==> config.mk <==
export PLATFORM = sky130hd
export DESIGN_NAME = iors_io_space
export DESIGN_NICKNAME = d
export VERILOG_FILES = /design/src/core/iors_pkg.sv /design/src/core/iors_io_space.sv
export SDC_FILE = /design/constraint.sdc
export NUM_CORES = 1
export LEC_CHECK = 0
export BUFFER_PORTS_ARGS = -buffer_cell sky130_fd_sc_hd__buf_2
export CORE_MARGIN = 1
export CORE_UTILIZATION = 55
export CTS_CLUSTER_SIZE = 20
export DETAILED_ROUTE_END_ITERATION = 6
export GPL_TIMING_DRIVEN = 0
export PLACE_DENSITY = 0.85
export SYNTH_ARGS = -nofsm -noshare
export SYNTH_HDL_FRONTEND = slang
export SYNTH_SLANG_ARGS = --single-unit
==> constraint.sdc <==
create_clock -name sys_clk -period 5.2 [get_ports sys_clk]
set_input_delay 0 -clock sys_clk [delete_from_list [all_inputs] [get_ports sys_clk]]
set_output_delay 0 -clock sys_clk [all_outputs]
set_load 0.05 [all_outputs]
==> src/core/iors_pkg.sv <==
package iors_pkg;

  // ------------------------------------------------------------------
  // Port addresses
  // ------------------------------------------------------------------
  localparam logic [7:0] ADDR_PORT0_DATA    = 8'h00;
  localparam logic [7:0] ADDR_PORT1_DATA    = 8'h01;
  localparam logic [7:0] ADDR_AUX_INPUT     = 8'h02;
  localparam logic [7:0] ADDR_P0_IRQ_EN     = 8'h04;
  localparam logic [7:0] ADDR_P1_IRQ_EN     = 8'h05;
  localparam logic [7:0] ADDR_P0_IRQ_POL    = 8'h06;
  localparam logic [7:0] ADDR_P1_IRQ_POL    = 8'h07;
  localparam logic [7:0] ADDR_P0_DRV_A      = 8'h0a;
  localparam logic [7:0] ADDR_P0_DRV_B      = 8'h0b;
  localparam logic [7:0] ADDR_P1_DRV_A      = 8'h0c;
  localparam logic [7:0] ADDR_P1_DRV_B      = 8'h0d;
  localparam logic [7:0] ADDR_USB_ADDR      = 8'h10;
  localparam logic [7:0] ADDR_EP0_COUNT     = 8'h11;
  localparam logic [7:0] ADDR_EP0_CFG       = 8'h12;
  localparam logic [7:0] ADDR_EP1_COUNT     = 8'h13;
  localparam logic [7:0] ADDR_EP1_CFG       = 8'h14;
  localparam logic [7:0] ADDR_EP2_COUNT     = 8'h15;
  localparam logic [7:0] ADDR_EP2_CFG       = 8'h16;
  localparam logic [7:0] ADDR_USB_STAT_CTL  = 8'h1f;
  localparam logic [7:0] ADDR_GLOBAL_IRQ_EN = 8'h20;
  localparam logic [7:0] ADDR_EP_IRQ_EN     = 8'h21;
  localparam logic [7:0] ADDR_TIMER_LOW     = 8'h24;
  localparam logic [7:0] ADDR_TIMER_HIGH    = 8'h25;
  localparam logic [7:0] ADDR_WDOG_KICK     = 8'h26;
  localparam logic [7:0] ADDR_CAPT_A_RISE   = 8'h40;
  localparam logic [7:0] ADDR_CAPT_A_FALL   = 8'h41;
  localparam logic [7:0] ADDR_CAPT_B_RISE   = 8'h42;
  localparam logic [7:0] ADDR_CAPT_B_FALL   = 8'h43;
  localparam logic [7:0] ADDR_CAPT_CONFIG   = 8'h44;
  localparam logic [7:0] ADDR_CAPT_STATUS   = 8'h45;
  localparam logic [7:0] ADDR_SERIAL_DATA   = 8'h60;
  localparam logic [7:0] ADDR_SERIAL_CTRL   = 8'h61;
  localparam logic [7:0] ADDR_CLOCK_CONFIG  = 8'hf8;
  localparam logic [7:0] ADDR_PROC_STAT_CTL = 8'hff;

  // ------------------------------------------------------------------
  // Reset values
  // ------------------------------------------------------------------
  localparam logic [7:0] RST_ZERO           = 8'h00;
  localparam logic [7:0] RST_CLOCK_CONFIG   = 8'h00;
  localparam logic [7:0] RST_PROC_STAT_CTL  = 8'h01;

  // ------------------------------------------------------------------
  // Clock configuration fields
  // ------------------------------------------------------------------
  localparam int CLK_RESUME_DELAY_BIT = 7;
  localparam int CLK_WAKE_ADJ_MSB     = 6;
  localparam int CLK_WAKE_ADJ_LSB     = 4;
  localparam int CLK_EXT_OSC_BIT      = 0;

  // Auxiliary input bit positions
  localparam int AUX_DMINUS_BIT = 0;
  localparam int AUX_OSC_IN_BIT = 1;
  localparam int AUX_REG_BIT    = 2;
  localparam int AUX_DPLUS_BIT  = 3;

  // ------------------------------------------------------------------
  // Timing
  // ------------------------------------------------------------------
  localparam int CLK_HZ          = 10_000_000;
  localparam int TIMER_TICK_HZ   = 1_000_000;
  localparam int TICK_DIV        = CLK_HZ / TIMER_TICK_HZ;
  localparam int RESUME_LONG_US  = 4000;
  localparam int RESUME_SHORT_US = 128;
  localparam int WAKE_INT_US     = 8;
  localparam int OSC_START_US    = 1;
  localparam int RESUME_LONG_CYC  = RESUME_LONG_US * (CLK_HZ / 1_000_000);
  localparam int RESUME_SHORT_CYC = RESUME_SHORT_US * (CLK_HZ / 1_000_000);
  localparam int WAKE_INT_CYC     = (WAKE_INT_US + OSC_START_US) * (CLK_HZ / 1_000_000);

  // Clock control states
  typedef enum logic [1:0] {
    IORS_CK_INTERNAL = 2'b00,
    IORS_CK_HALT     = 2'b01,
    IORS_CK_EXTERNAL = 2'b10
  } iors_clk_state_type;

endpackage : iors_pkg

==> src/core/iors_io_space.sv <==
`timescale 1ns/1ps
`default_nettype none

module iors_io_space
  import iors_pkg::*;
#(
  parameter int RESUME_LONG  = RESUME_LONG_CYC,
  parameter int RESUME_SHORT = RESUME_SHORT_CYC,
  parameter int WAKE_DELAY   = WAKE_INT_CYC
) (
  input  wire logic       sys_clk,
  input  wire logic       rst_b,
  input  wire logic       clk_en,
  input  wire logic       port_read_instr,
  input  wire logic       port_write_instr,
  input  wire logic       indexed_port_write_instr,
  input  wire logic [7:0] instr_addr,
  input  wire logic [7:0] x_index,
  input  wire logic [7:0] acc_in,
  output logic      [7:0] rd_data,
  input  wire logic       usb_dplus_pin,
  input  wire logic       usb_dminus_pin,
  input  wire logic       regulator_pin,
  input  wire logic       osc_input_pin,
  input  wire logic       capt_a_pin,
  input  wire logic       capt_b_pin,
  input  wire logic       suspend_wake,
  input  wire logic [7:0] proc_status_set,
  output logic            cpu_halt,
  output logic            ext_osc_active,
  output logic      [7:0] port0_out,
  output logic      [7:0] port1_out,
  output logic      [7:0] port0_irq_en,
  output logic      [7:0] port1_irq_en,
  output logic      [7:0] port0_irq_pol,
  output logic      [7:0] port1_irq_pol,
  output logic      [15:0] port0_drive_cfg,
  output logic      [15:0] port1_drive_cfg,
  output logic      [7:0] clock_config,
  output logic            watchdog_reset
);

  initial begin
    if (RESUME_LONG < 1 || RESUME_SHORT < 1 || WAKE_DELAY < 1 || RESUME_LONG >= (1 << 16) ||
        RESUME_SHORT > RESUME_LONG || WAKE_DELAY > RESUME_LONG)
      $error("iors_io_space: resume delay parameters out of range");
  end

  // ------------------------------------------------------------------
  // Write decode
  // ------------------------------------------------------------------
  logic [7:0] wr_addr;
  logic       wr_en;

  // Indexed form adds X; zero field leaves X alone, wrapping mod 256
  assign wr_addr = indexed_port_write_instr ? 8'(x_index + instr_addr) : instr_addr;
  assign wr_en   = clk_en && (port_write_instr || indexed_port_write_instr);

  function automatic logic hit(input logic [7:0] target);
    hit = wr_en && (wr_addr == target);
  endfunction : hit

  // ------------------------------------------------------------------
  // Pin synchronisers
  // ------------------------------------------------------------------
  logic [5:0] pin_meta_ff;
  logic [5:0] pin_sync_ff;

  // Two stages; only the second stage is seen by logic
  always_ff @(posedge sys_clk) begin
    if (!rst_b) begin
      pin_meta_ff <= 6'h00;
      pin_sync_ff <= 6'h00;
    end else if (clk_en) begin
      pin_meta_ff <= {capt_b_pin, capt_a_pin, usb_dplus_pin, regulator_pin,
                      osc_input_pin, usb_dminus_pin};
      pin_sync_ff <= pin_meta_ff;
    end
  end

  // ------------------------------------------------------------------
  // Plain read/write and write-only registers
  // ------------------------------------------------------------------
  logic [7:0] rw_ff [0:15];
  logic [3:0] rw_idx;
  logic       rw_hit;

  // Sixteen-entry bank for the simple storage registers
  always_comb begin
    rw_hit = 1'b1;
    rw_idx = 4'h0;
    case (wr_addr)
      ADDR_PORT0_DATA:    rw_idx = 4'h0;
      ADDR_PORT1_DATA:    rw_idx = 4'h1;
      ADDR_USB_ADDR:      rw_idx = 4'h2;
      ADDR_EP0_COUNT:     rw_idx = 4'h3;
      ADDR_EP0_CFG:       rw_idx = 4'h4;
      ADDR_EP1_COUNT:     rw_idx = 4'h5;
      ADDR_EP1_CFG:       rw_idx = 4'h6;
      ADDR_EP2_COUNT:     rw_idx = 4'h7;
      ADDR_EP2_CFG:       rw_idx = 4'h8;
      ADDR_USB_STAT_CTL:  rw_idx = 4'h9;
      ADDR_GLOBAL_IRQ_EN: rw_idx = 4'ha;
      ADDR_EP_IRQ_EN:     rw_idx = 4'hb;
      ADDR_CAPT_CONFIG:   rw_idx = 4'hc;
      ADDR_SERIAL_DATA:   rw_idx = 4'hd;
      ADDR_SERIAL_CTRL:   rw_idx = 4'he;
      default:            rw_hit = 1'b0;
    endcase
  end

  // Read-only and unassigned addresses fall through untouched
  always_ff @(posedge sys_clk) begin
    if (!rst_b) begin
      for (int i = 0; i < 16; i++) begin
        rw_ff[i] <= RST_ZERO;
      end
    end else if (wr_en && rw_hit) begin
      rw_ff[rw_idx] <= acc_in;
    end
  end

  logic [7:0] p0_ien_ff, p1_ien_ff, p0_pol_ff, p1_pol_ff;
  logic [7:0] p0_drv_a_ff, p0_drv_b_ff, p1_drv_a_ff, p1_drv_b_ff;

  // Write-only pin control registers; never placed on the read path
  always_ff @(posedge sys_clk) begin
    if (!rst_b) begin
      p0_ien_ff   <= RST_ZERO;
      p1_ien_ff   <= RST_ZERO;
      p0_pol_ff   <= RST_ZERO;
      p1_pol_ff   <= RST_ZERO;
      p0_drv_a_ff <= RST_ZERO;
      p0_drv_b_ff <= RST_ZERO;
      p1_drv_a_ff <= RST_ZERO;
      p1_drv_b_ff <= RST_ZERO;
    end else begin
      if (hit(ADDR_P0_IRQ_EN))  p0_ien_ff   <= acc_in;
      if (hit(ADDR_P1_IRQ_EN))  p1_ien_ff   <= acc_in;
      if (hit(ADDR_P0_IRQ_POL)) p0_pol_ff   <= acc_in;
      if (hit(ADDR_P1_IRQ_POL)) p1_pol_ff   <= acc_in;
      if (hit(ADDR_P0_DRV_A))   p0_drv_a_ff <= acc_in;
      if (hit(ADDR_P0_DRV_B))   p0_drv_b_ff <= acc_in;
      if (hit(ADDR_P1_DRV_A))   p1_drv_a_ff <= acc_in;
      if (hit(ADDR_P1_DRV_B))   p1_drv_b_ff <= acc_in;
    end
  end

  // Watchdog kick is a strobe; the data value is irrelevant
  logic wdog_kick_ff;
  always_ff @(posedge sys_clk) begin
    if (!rst_b) begin
      wdog_kick_ff <= 1'b0;
    end else if (clk_en) begin
      wdog_kick_ff <= hit(ADDR_WDOG_KICK);
    end
  end

  // ------------------------------------------------------------------
  // Free-running timer and captures
  // ------------------------------------------------------------------
  logic [3:0]  tick_div_ff;
  logic [11:0] free_timer_ff;
  logic        tick;

  assign tick = (tick_div_ff == 4'(TICK_DIV - 1));

  // Prescale 10 MHz down to the 1 MHz timer tick
  always_ff @(posedge sys_clk) begin
    if (!rst_b) begin
      tick_div_ff   <= 4'h0;
      free_timer_ff <= 12'h000;
    end else if (clk_en) begin
      tick_div_ff <= tick ? 4'h0 : tick_div_ff + 4'h1;
      if (tick) free_timer_ff <= free_timer_ff + 12'h001;
    end
  end

  logic [1:0] capt_prev_ff;
  logic [7:0] capt_ff [0:3];
  logic [7:0] capt_stat_ff;

  // Edge captures of the timer low byte, read-only to software
  always_ff @(posedge sys_clk) begin
    if (!rst_b) begin
      capt_prev_ff <= 2'b00;
      capt_stat_ff <= RST_ZERO;
      for (int i = 0; i < 4; i++) begin
        capt_ff[i] <= RST_ZERO;
      end
    end else if (clk_en) begin
      capt_prev_ff <= pin_sync_ff[5:4];
      for (int c = 0; c < 2; c++) begin
        if (pin_sync_ff[4+c] && !capt_prev_ff[c]) begin
          capt_ff[2*c]       <= free_timer_ff[7:0];
          capt_stat_ff[2*c]  <= 1'b1;
        end
        if (!pin_sync_ff[4+c] && capt_prev_ff[c]) begin
          capt_ff[2*c+1]      <= free_timer_ff[7:0];
          capt_stat_ff[2*c+1] <= 1'b1;
        end
      end
    end
  end

  // ------------------------------------------------------------------
  // Clock configuration and processor status
  // ------------------------------------------------------------------
  logic [7:0] clk_cfg_ff;
  logic [7:0] proc_stat_ff;

  // Whole byte is storage; software writes reserved bits as zero
  always_ff @(posedge sys_clk) begin
    if (!rst_b) begin
      clk_cfg_ff   <= RST_CLOCK_CONFIG;
      proc_stat_ff <= RST_PROC_STAT_CTL;
    end else begin
      if (hit(ADDR_CLOCK_CONFIG)) clk_cfg_ff <= acc_in;
      if (hit(ADDR_PROC_STAT_CTL)) begin
        proc_stat_ff <= acc_in | proc_status_set;
      end else if (clk_en) begin
        proc_stat_ff <= proc_stat_ff | proc_status_set;
      end
    end
  end

  // ------------------------------------------------------------------
  // Oscillator switch and resume delay
  // ------------------------------------------------------------------
  iors_clk_state_type clk_state_ff;
  logic [15:0]        delay_ff;
  logic               ext_start;

  // Only a write with the enable bit set, taken in the internal state, triggers the switch
  assign ext_start = hit(ADDR_CLOCK_CONFIG) && acc_in[CLK_EXT_OSC_BIT] &&
                     (clk_state_ff == IORS_CK_INTERNAL);

  always_ff @(posedge sys_clk) begin
    if (!rst_b) begin
      clk_state_ff <= IORS_CK_INTERNAL;
      delay_ff     <= 16'h0000;
    end else if (clk_en) begin
      case (clk_state_ff)
        IORS_CK_INTERNAL: begin
          if (ext_start) begin
            clk_state_ff <= IORS_CK_HALT;
            delay_ff <= acc_in[CLK_RESUME_DELAY_BIT] ? 16'(RESUME_LONG - 1)
                                                     : 16'(RESUME_SHORT - 1);
          end
        end
        IORS_CK_HALT: begin
          if (delay_ff == 16'h0000) begin
            // Bit 0 low means an internal-oscillator wake
            clk_state_ff <= clk_cfg_ff[CLK_EXT_OSC_BIT] ? IORS_CK_EXTERNAL
                                                        : IORS_CK_INTERNAL;
          end else begin
            delay_ff <= delay_ff - 16'h0001;
          end
        end
        IORS_CK_EXTERNAL: begin
          // Clearing the enable bit alone changes nothing here
          if (suspend_wake) begin
            clk_state_ff <= IORS_CK_HALT;
            if (clk_cfg_ff[CLK_EXT_OSC_BIT]) begin
              delay_ff <= clk_cfg_ff[CLK_RESUME_DELAY_BIT] ? 16'(RESUME_LONG - 1)
                                                           : 16'(RESUME_SHORT - 1);
            end else begin
              delay_ff <= 16'(WAKE_DELAY - 1);
            end
          end
        end
        default: clk_state_ff <= IORS_CK_INTERNAL;
      endcase
    end
  end

  // Internal-mode wake on suspend still stalls: WAKE_DELAY with bit 0 clear, else the resume delay
  logic wake_int_ff;
  logic [15:0] wake_cnt_ff;
  always_ff @(posedge sys_clk) begin
    if (!rst_b) begin
      wake_int_ff <= 1'b0;
      wake_cnt_ff <= 16'h0000;
    end else if (clk_en) begin
      if (suspend_wake && clk_state_ff == IORS_CK_INTERNAL) begin
        wake_int_ff <= 1'b1;
        wake_cnt_ff <= clk_cfg_ff[CLK_EXT_OSC_BIT] ?
                       (clk_cfg_ff[CLK_RESUME_DELAY_BIT] ? 16'(RESUME_LONG - 1)
                                                         : 16'(RESUME_SHORT - 1))
                       : 16'(WAKE_DELAY - 1);
      end else if (wake_cnt_ff != 16'h0000) begin
        wake_cnt_ff <= wake_cnt_ff - 16'h0001;
      end else begin
        wake_int_ff <= 1'b0;
      end
    end
  end

  // ------------------------------------------------------------------
  // Read path
  // ------------------------------------------------------------------
  logic [7:0] nxt_rd_data;
  logic [7:0] rd_data_ff;
  logic [7:0] aux_byte;

  assign aux_byte = {4'h0, pin_sync_ff[3], pin_sync_ff[2], pin_sync_ff[1],
                     pin_sync_ff[0]};

  // Write-only and unassigned addresses answer zero
  always_comb begin
    case (instr_addr)
      ADDR_PORT0_DATA:    nxt_rd_data = rw_ff[0];
      ADDR_PORT1_DATA:    nxt_rd_data = rw_ff[1];
      ADDR_AUX_INPUT:     nxt_rd_data = aux_byte;
      ADDR_USB_ADDR:      nxt_rd_data = rw_ff[2];
      ADDR_EP0_COUNT:     nxt_rd_data = rw_ff[3];
      ADDR_EP0_CFG:       nxt_rd_data = rw_ff[4];
      ADDR_EP1_COUNT:     nxt_rd_data = rw_ff[5];
      ADDR_EP1_CFG:       nxt_rd_data = rw_ff[6];
      ADDR_EP2_COUNT:     nxt_rd_data = rw_ff[7];
      ADDR_EP2_CFG:       nxt_rd_data = rw_ff[8];
      ADDR_USB_STAT_CTL:  nxt_rd_data = rw_ff[9];
      ADDR_GLOBAL_IRQ_EN: nxt_rd_data = rw_ff[10];
      ADDR_EP_IRQ_EN:     nxt_rd_data = rw_ff[11];
      ADDR_TIMER_LOW:     nxt_rd_data = free_timer_ff[7:0];
      ADDR_TIMER_HIGH:    nxt_rd_data = {4'h0, free_timer_ff[11:8]};
      ADDR_CAPT_A_RISE:   nxt_rd_data = capt_ff[0];
      ADDR_CAPT_A_FALL:   nxt_rd_data = capt_ff[1];
      ADDR_CAPT_B_RISE:   nxt_rd_data = capt_ff[2];
      ADDR_CAPT_B_FALL:   nxt_rd_data = capt_ff[3];
      ADDR_CAPT_CONFIG:   nxt_rd_data = rw_ff[12];
      ADDR_CAPT_STATUS:   nxt_rd_data = capt_stat_ff;
      ADDR_SERIAL_DATA:   nxt_rd_data = rw_ff[13];
      ADDR_SERIAL_CTRL:   nxt_rd_data = rw_ff[14];
      ADDR_CLOCK_CONFIG:  nxt_rd_data = clk_cfg_ff;
      ADDR_PROC_STAT_CTL: nxt_rd_data = proc_stat_ff;
      default:            nxt_rd_data = RST_ZERO;
    endcase
  end

  // Registered answer, one cycle after the read request
  always_ff @(posedge sys_clk) begin
    if (!rst_b) begin
      rd_data_ff <= RST_ZERO;
    end else if (clk_en && port_read_instr) begin
      rd_data_ff <= nxt_rd_data;
    end
  end

  // ------------------------------------------------------------------
  // Outputs
  // ------------------------------------------------------------------
  assign rd_data         = rd_data_ff;
  assign cpu_halt        = (clk_state_ff == IORS_CK_HALT) || wake_int_ff;
  assign ext_osc_active  = (clk_state_ff != IORS_CK_INTERNAL);
  assign port0_out       = rw_ff[0];
  assign port1_out       = rw_ff[1];
  assign port0_irq_en    = p0_ien_ff;
  assign port1_irq_en    = p1_ien_ff;
  assign port0_irq_pol   = p0_pol_ff;
  assign port1_irq_pol   = p1_pol_ff;
  assign port0_drive_cfg = {p0_drv_b_ff, p0_drv_a_ff};
  assign port1_drive_cfg = {p1_drv_b_ff, p1_drv_a_ff};
  assign clock_config    = clk_cfg_ff;
  assign watchdog_reset  = wdog_kick_ff;

endmodule : iors_io_space
`default_nettype wire

==> impl_metrics.csv <==
group,metric,value,unit
global_route,grt_start_max_net_pins,14,
worst_setup_path,reg2reg_depth,10,
clock_network,cts_made_buffers,34,
clock_network,clockRootBuffer,"clkbuf_16",
hold_path,hold-path-cell-count,4,
placed_design,placed_area,0.0160,mm²
final_layout,nets,1733,
drt,num_vias,13556,
floorplan,io_pins,144,
yosys,synth.top_cell.area_share,0.308,
worst_setup_path,worst-r2r-setup-slack,1970,ps
clock_network,clkTransAtPathRegs,60,ps
pwr,cellLeakagePower,6.71,nW
run_status,status,"finished, violations left",
sta,worst_slew_pin_slew,1420,ps
global_route,grt_overflow,0,
worst_setup_path,required,5320,ps
sta,fin_crit,3980,ps
worst_setup_path,r2r-start,"wake_cnt_ff[0]$_SDFFE_PN0P_",
yosys,yosys.area.top_type,"edfxtp_1",
global_route,grt_pass1_wl,76100,µm
sta,final_hold_viol_count,0,
drt,drtIter0Drc,1889,
final_layout,drive_gt1_frac,0.143,
worst_setup_path,r2r-end,"wake_cnt_ff[2]$_SDFFE_PN0P_",
hold_path,hp-start,"clk_en",
sta,max_freq,251,MHz
pwr,p_per_area,332,mW/mm²
final_layout,syn_to_final_growth,17.2,%
sta,slew_violations,0,
floorplan,initial_core_util,0.565,
sta,fin_skew,16.0,ps
final_layout,final_cell_mix,"dfxtp_1 (158), buf_2 (152), edfxtp_1 (152)",
sta,fin_ws,1220,ps
final_layout,layout_commonest_cell,"dfxtp_1",
yosys,yosysWarnings,0,
floorplan,die_area,0.0276,mm²
sta,finalSetupViolations,0,
final_layout,seqCellArea,0.00773,mm²
sta,period_share,0.766,
yosys,yosys.cell_types.count,84,
floorplan,die_y,166,µm
pwr,ir_worst_vdd,0.000266,V
drt,final_antenna_net_count,0,
sta,relSlewSlack,0.0406,
yosys,synth_area_leaders,"edfxtp_1 (31%), dfxtp_1 (21%), mux2i_1 (6.7%)",
global_route,grt_usage,0.360,
worst_setup_path,worstSetupPathType,"input pin to flip-flop",
clock_network,cts.repair.resized,0,
job,cap_violations,0,
clock_network,clock_sinks,310,
hold_path,hp-class,"input pin to flip-flop",
final_layout,final_area,0.0174,mm²
final_layout,fillCellCount,1983,
floorplan,rows,59,
worst_setup_path,start_kind,"input pin",
drt,wire_per_inst,24.5,µm
yosys,ys_seq_area_frac,0.522,
worst_setup_path,path_max_fanout,9,
clock_network,cts_max_path_buffers,3,
placed_design,dpl.hpwl,35300,µm
yosys,ys_seq_elements,310,
run_status,violations,"design-rule violations",
placed_design,dpl_worst_slack,864,ps
yosys,syn-instance-count,1469,
sta,fin_setup_tns,0,ps
yosys,synth-edff-count,152,
clock_network,insertion_delay,520,ps
drt,viasPerCell,6.66,
final_layout,finish.utilization,0.662,
global_route,grt_pass1_vias,13055,
final_layout,multi_input_area,0.00658,mm²
drt,drt-total-wl,49800,µm
placed_design,port_buffers,142,
yosys,syn_nets,1530,
clock_network,htree_levels,2,
hold_path,hold_end,"tick_div_ff[1]$_SDFFE_PN0P_",
placed_design,place_congestion,1.02,
drt,drc,23,
clock_network,cts_setup_buffers,0,
global_route,antenna_found_initial,1,
yosys,avgSynthCellArea,10.1,µm²
drt,dr.pass1.iters,7,
floorplan,chipWidth,166,µm
worst_setup_path,cp-end-kind,"flip-flop",
yosys,async_flop_share,0,
sta,rsz0062_at_grt,"false",
floorplan,core,0.0262,mm²
worst_setup_path,arrival,4110,ps
yosys,ys.flop_type,"dfxtp_1",
clock_network,cts_tree,"yes",
yosys,netlist_area,0.0148,mm²
-- synth_stat cells, drive strengths merged, types with 5 or more instances --
cell / number
a21o: 9
a21oi: 57
a221oi: 11
a222oi: 7
a22o: 9
a22oi: 42
a31oi: 5
a32oi: 8
and2: 47
and3: 11
buf: 16
clkbuf: 90
dfxtp: 158
edfxtp: 152
ha: 15
inv: 25
mux2i: 99
mux4: 5
nand2: 143
nand2b: 10
nand3: 37
nand3b: 8
nand4: 20
nor2: 96
nor2b: 7
nor3: 144
nor3b: 9
nor4: 12
nor4b: 5
o2111ai: 5
o211ai: 9
o21ai: 66
o22ai: 5
o311ai: 8
o31ai: 12
or2: 6
or3: 14
or4: 11
xnor2: 11
xor2: 9
-- flip-flops by register name, summed over array words and instances, names as in the netlist, 12 cells and up --
name / cells
delay_ff: 16
free_timer_ff: 12
rw_ff: 120
wake_cnt_ff: 16
capt_ff: 32
-- timing repair --
action | in CTS | in global routing
hold buffers | 24 | 0
setup endpoints to repair | 0 | 0
endpoints found under the hold margin | 24 | 0
-- layer usage --
metal  share of wire  vias up  GRT usage
met5         0.00026        -          0
met4           0.051        2      0.170
met3            0.12      190     0.0910
met2            0.45      967      0.558
met1            0.37     6487      0.473
li1                -     5910          -
-- worst max path at each step --
stage / from / to / slack, ps / cells after the start
after global placement: instr_addr[0] / rw_ff[2][4]$_SDFFCE_PN0P_ / 920 / 12
final: instr_addr[0] / rw_ff[5][2]$_SDFFCE_PN0P_ / 1220 / 12
after detailed placement: instr_addr[0] / rw_ff[2][4]$_SDFFCE_PN0P_ / 860 / 12
after CTS: instr_addr[0] / rw_ff[2][0]$_SDFFCE_PN0P_ / 1350 / 12
after floorplan: instr_addr[0] / rw_ff[11][0]$_SDFFCE_PN0P_ / 1880 / 10
after global routing: instr_addr[0] / rw_ff[10][1]$_SDFFCE_PN0P_ / 1070 / 12
-- critical path: stages --
cell	delay, ps
buf_2	100
ha_1	260
fa_1	450
xnor2_1	400
a21o_1	180
clkbuf_1	340
xnor2_1	200
a32oi_1	170
o41a_1	370
a21o_1	190
clkbuf_1	270
o21ai_0	1150
-- cell families (layout without fill, tap and decap cells) --
family,count (synthesis),after routing,share of synthesized area
flops,310,310,0.522
compound gates,289,289,0.135
fa+ha+maj,16,16,0.0140
buf+inv,132,361,0.0358
simple gates,595,595,0.205
other cells,0,2,0
mux,107,107,0.0768
xor+xnor,20,20,0.0118
-- per-stage QoR --
stage | power, mW | hold slack, ps | std cells
5_1_grt | 5.90 | 43.3 | 2033
4_1_cts | 5.73 | 10.6 | 2033
2_1_floorplan | 3.12 | 145 | 1469
3_5_place_dp | 3.32 | 255 | 1947
6_report | 5.76 | 16.9 | 2035
3_3_place_gp | 3.31 | 236 | 1946
-- report_power, final --
group / internal (mW) / switching [mW] / leakage, nW
clock network: 1.46 / 0.991 / 0.561
registers: 2.65 / 0.0588 / 2.75
logic: 0.183 / 0.425 / 3.40
total: 4.29 / 1.47 / 6.71
-- layout make-up --
type	instances	area share
inverters	26	0.00562
clock inverters	13	0.00692
multi-input cells	1027	0.379
diodes	2	0.000288
plain buffers	106	0.0249
flip-flops and latches	310	0.445
well taps	335	0.0242
clock buffers	49	0.0583
repair buffers	167	0.0552
No activity file was read; power rests on OpenSTA's default activity.
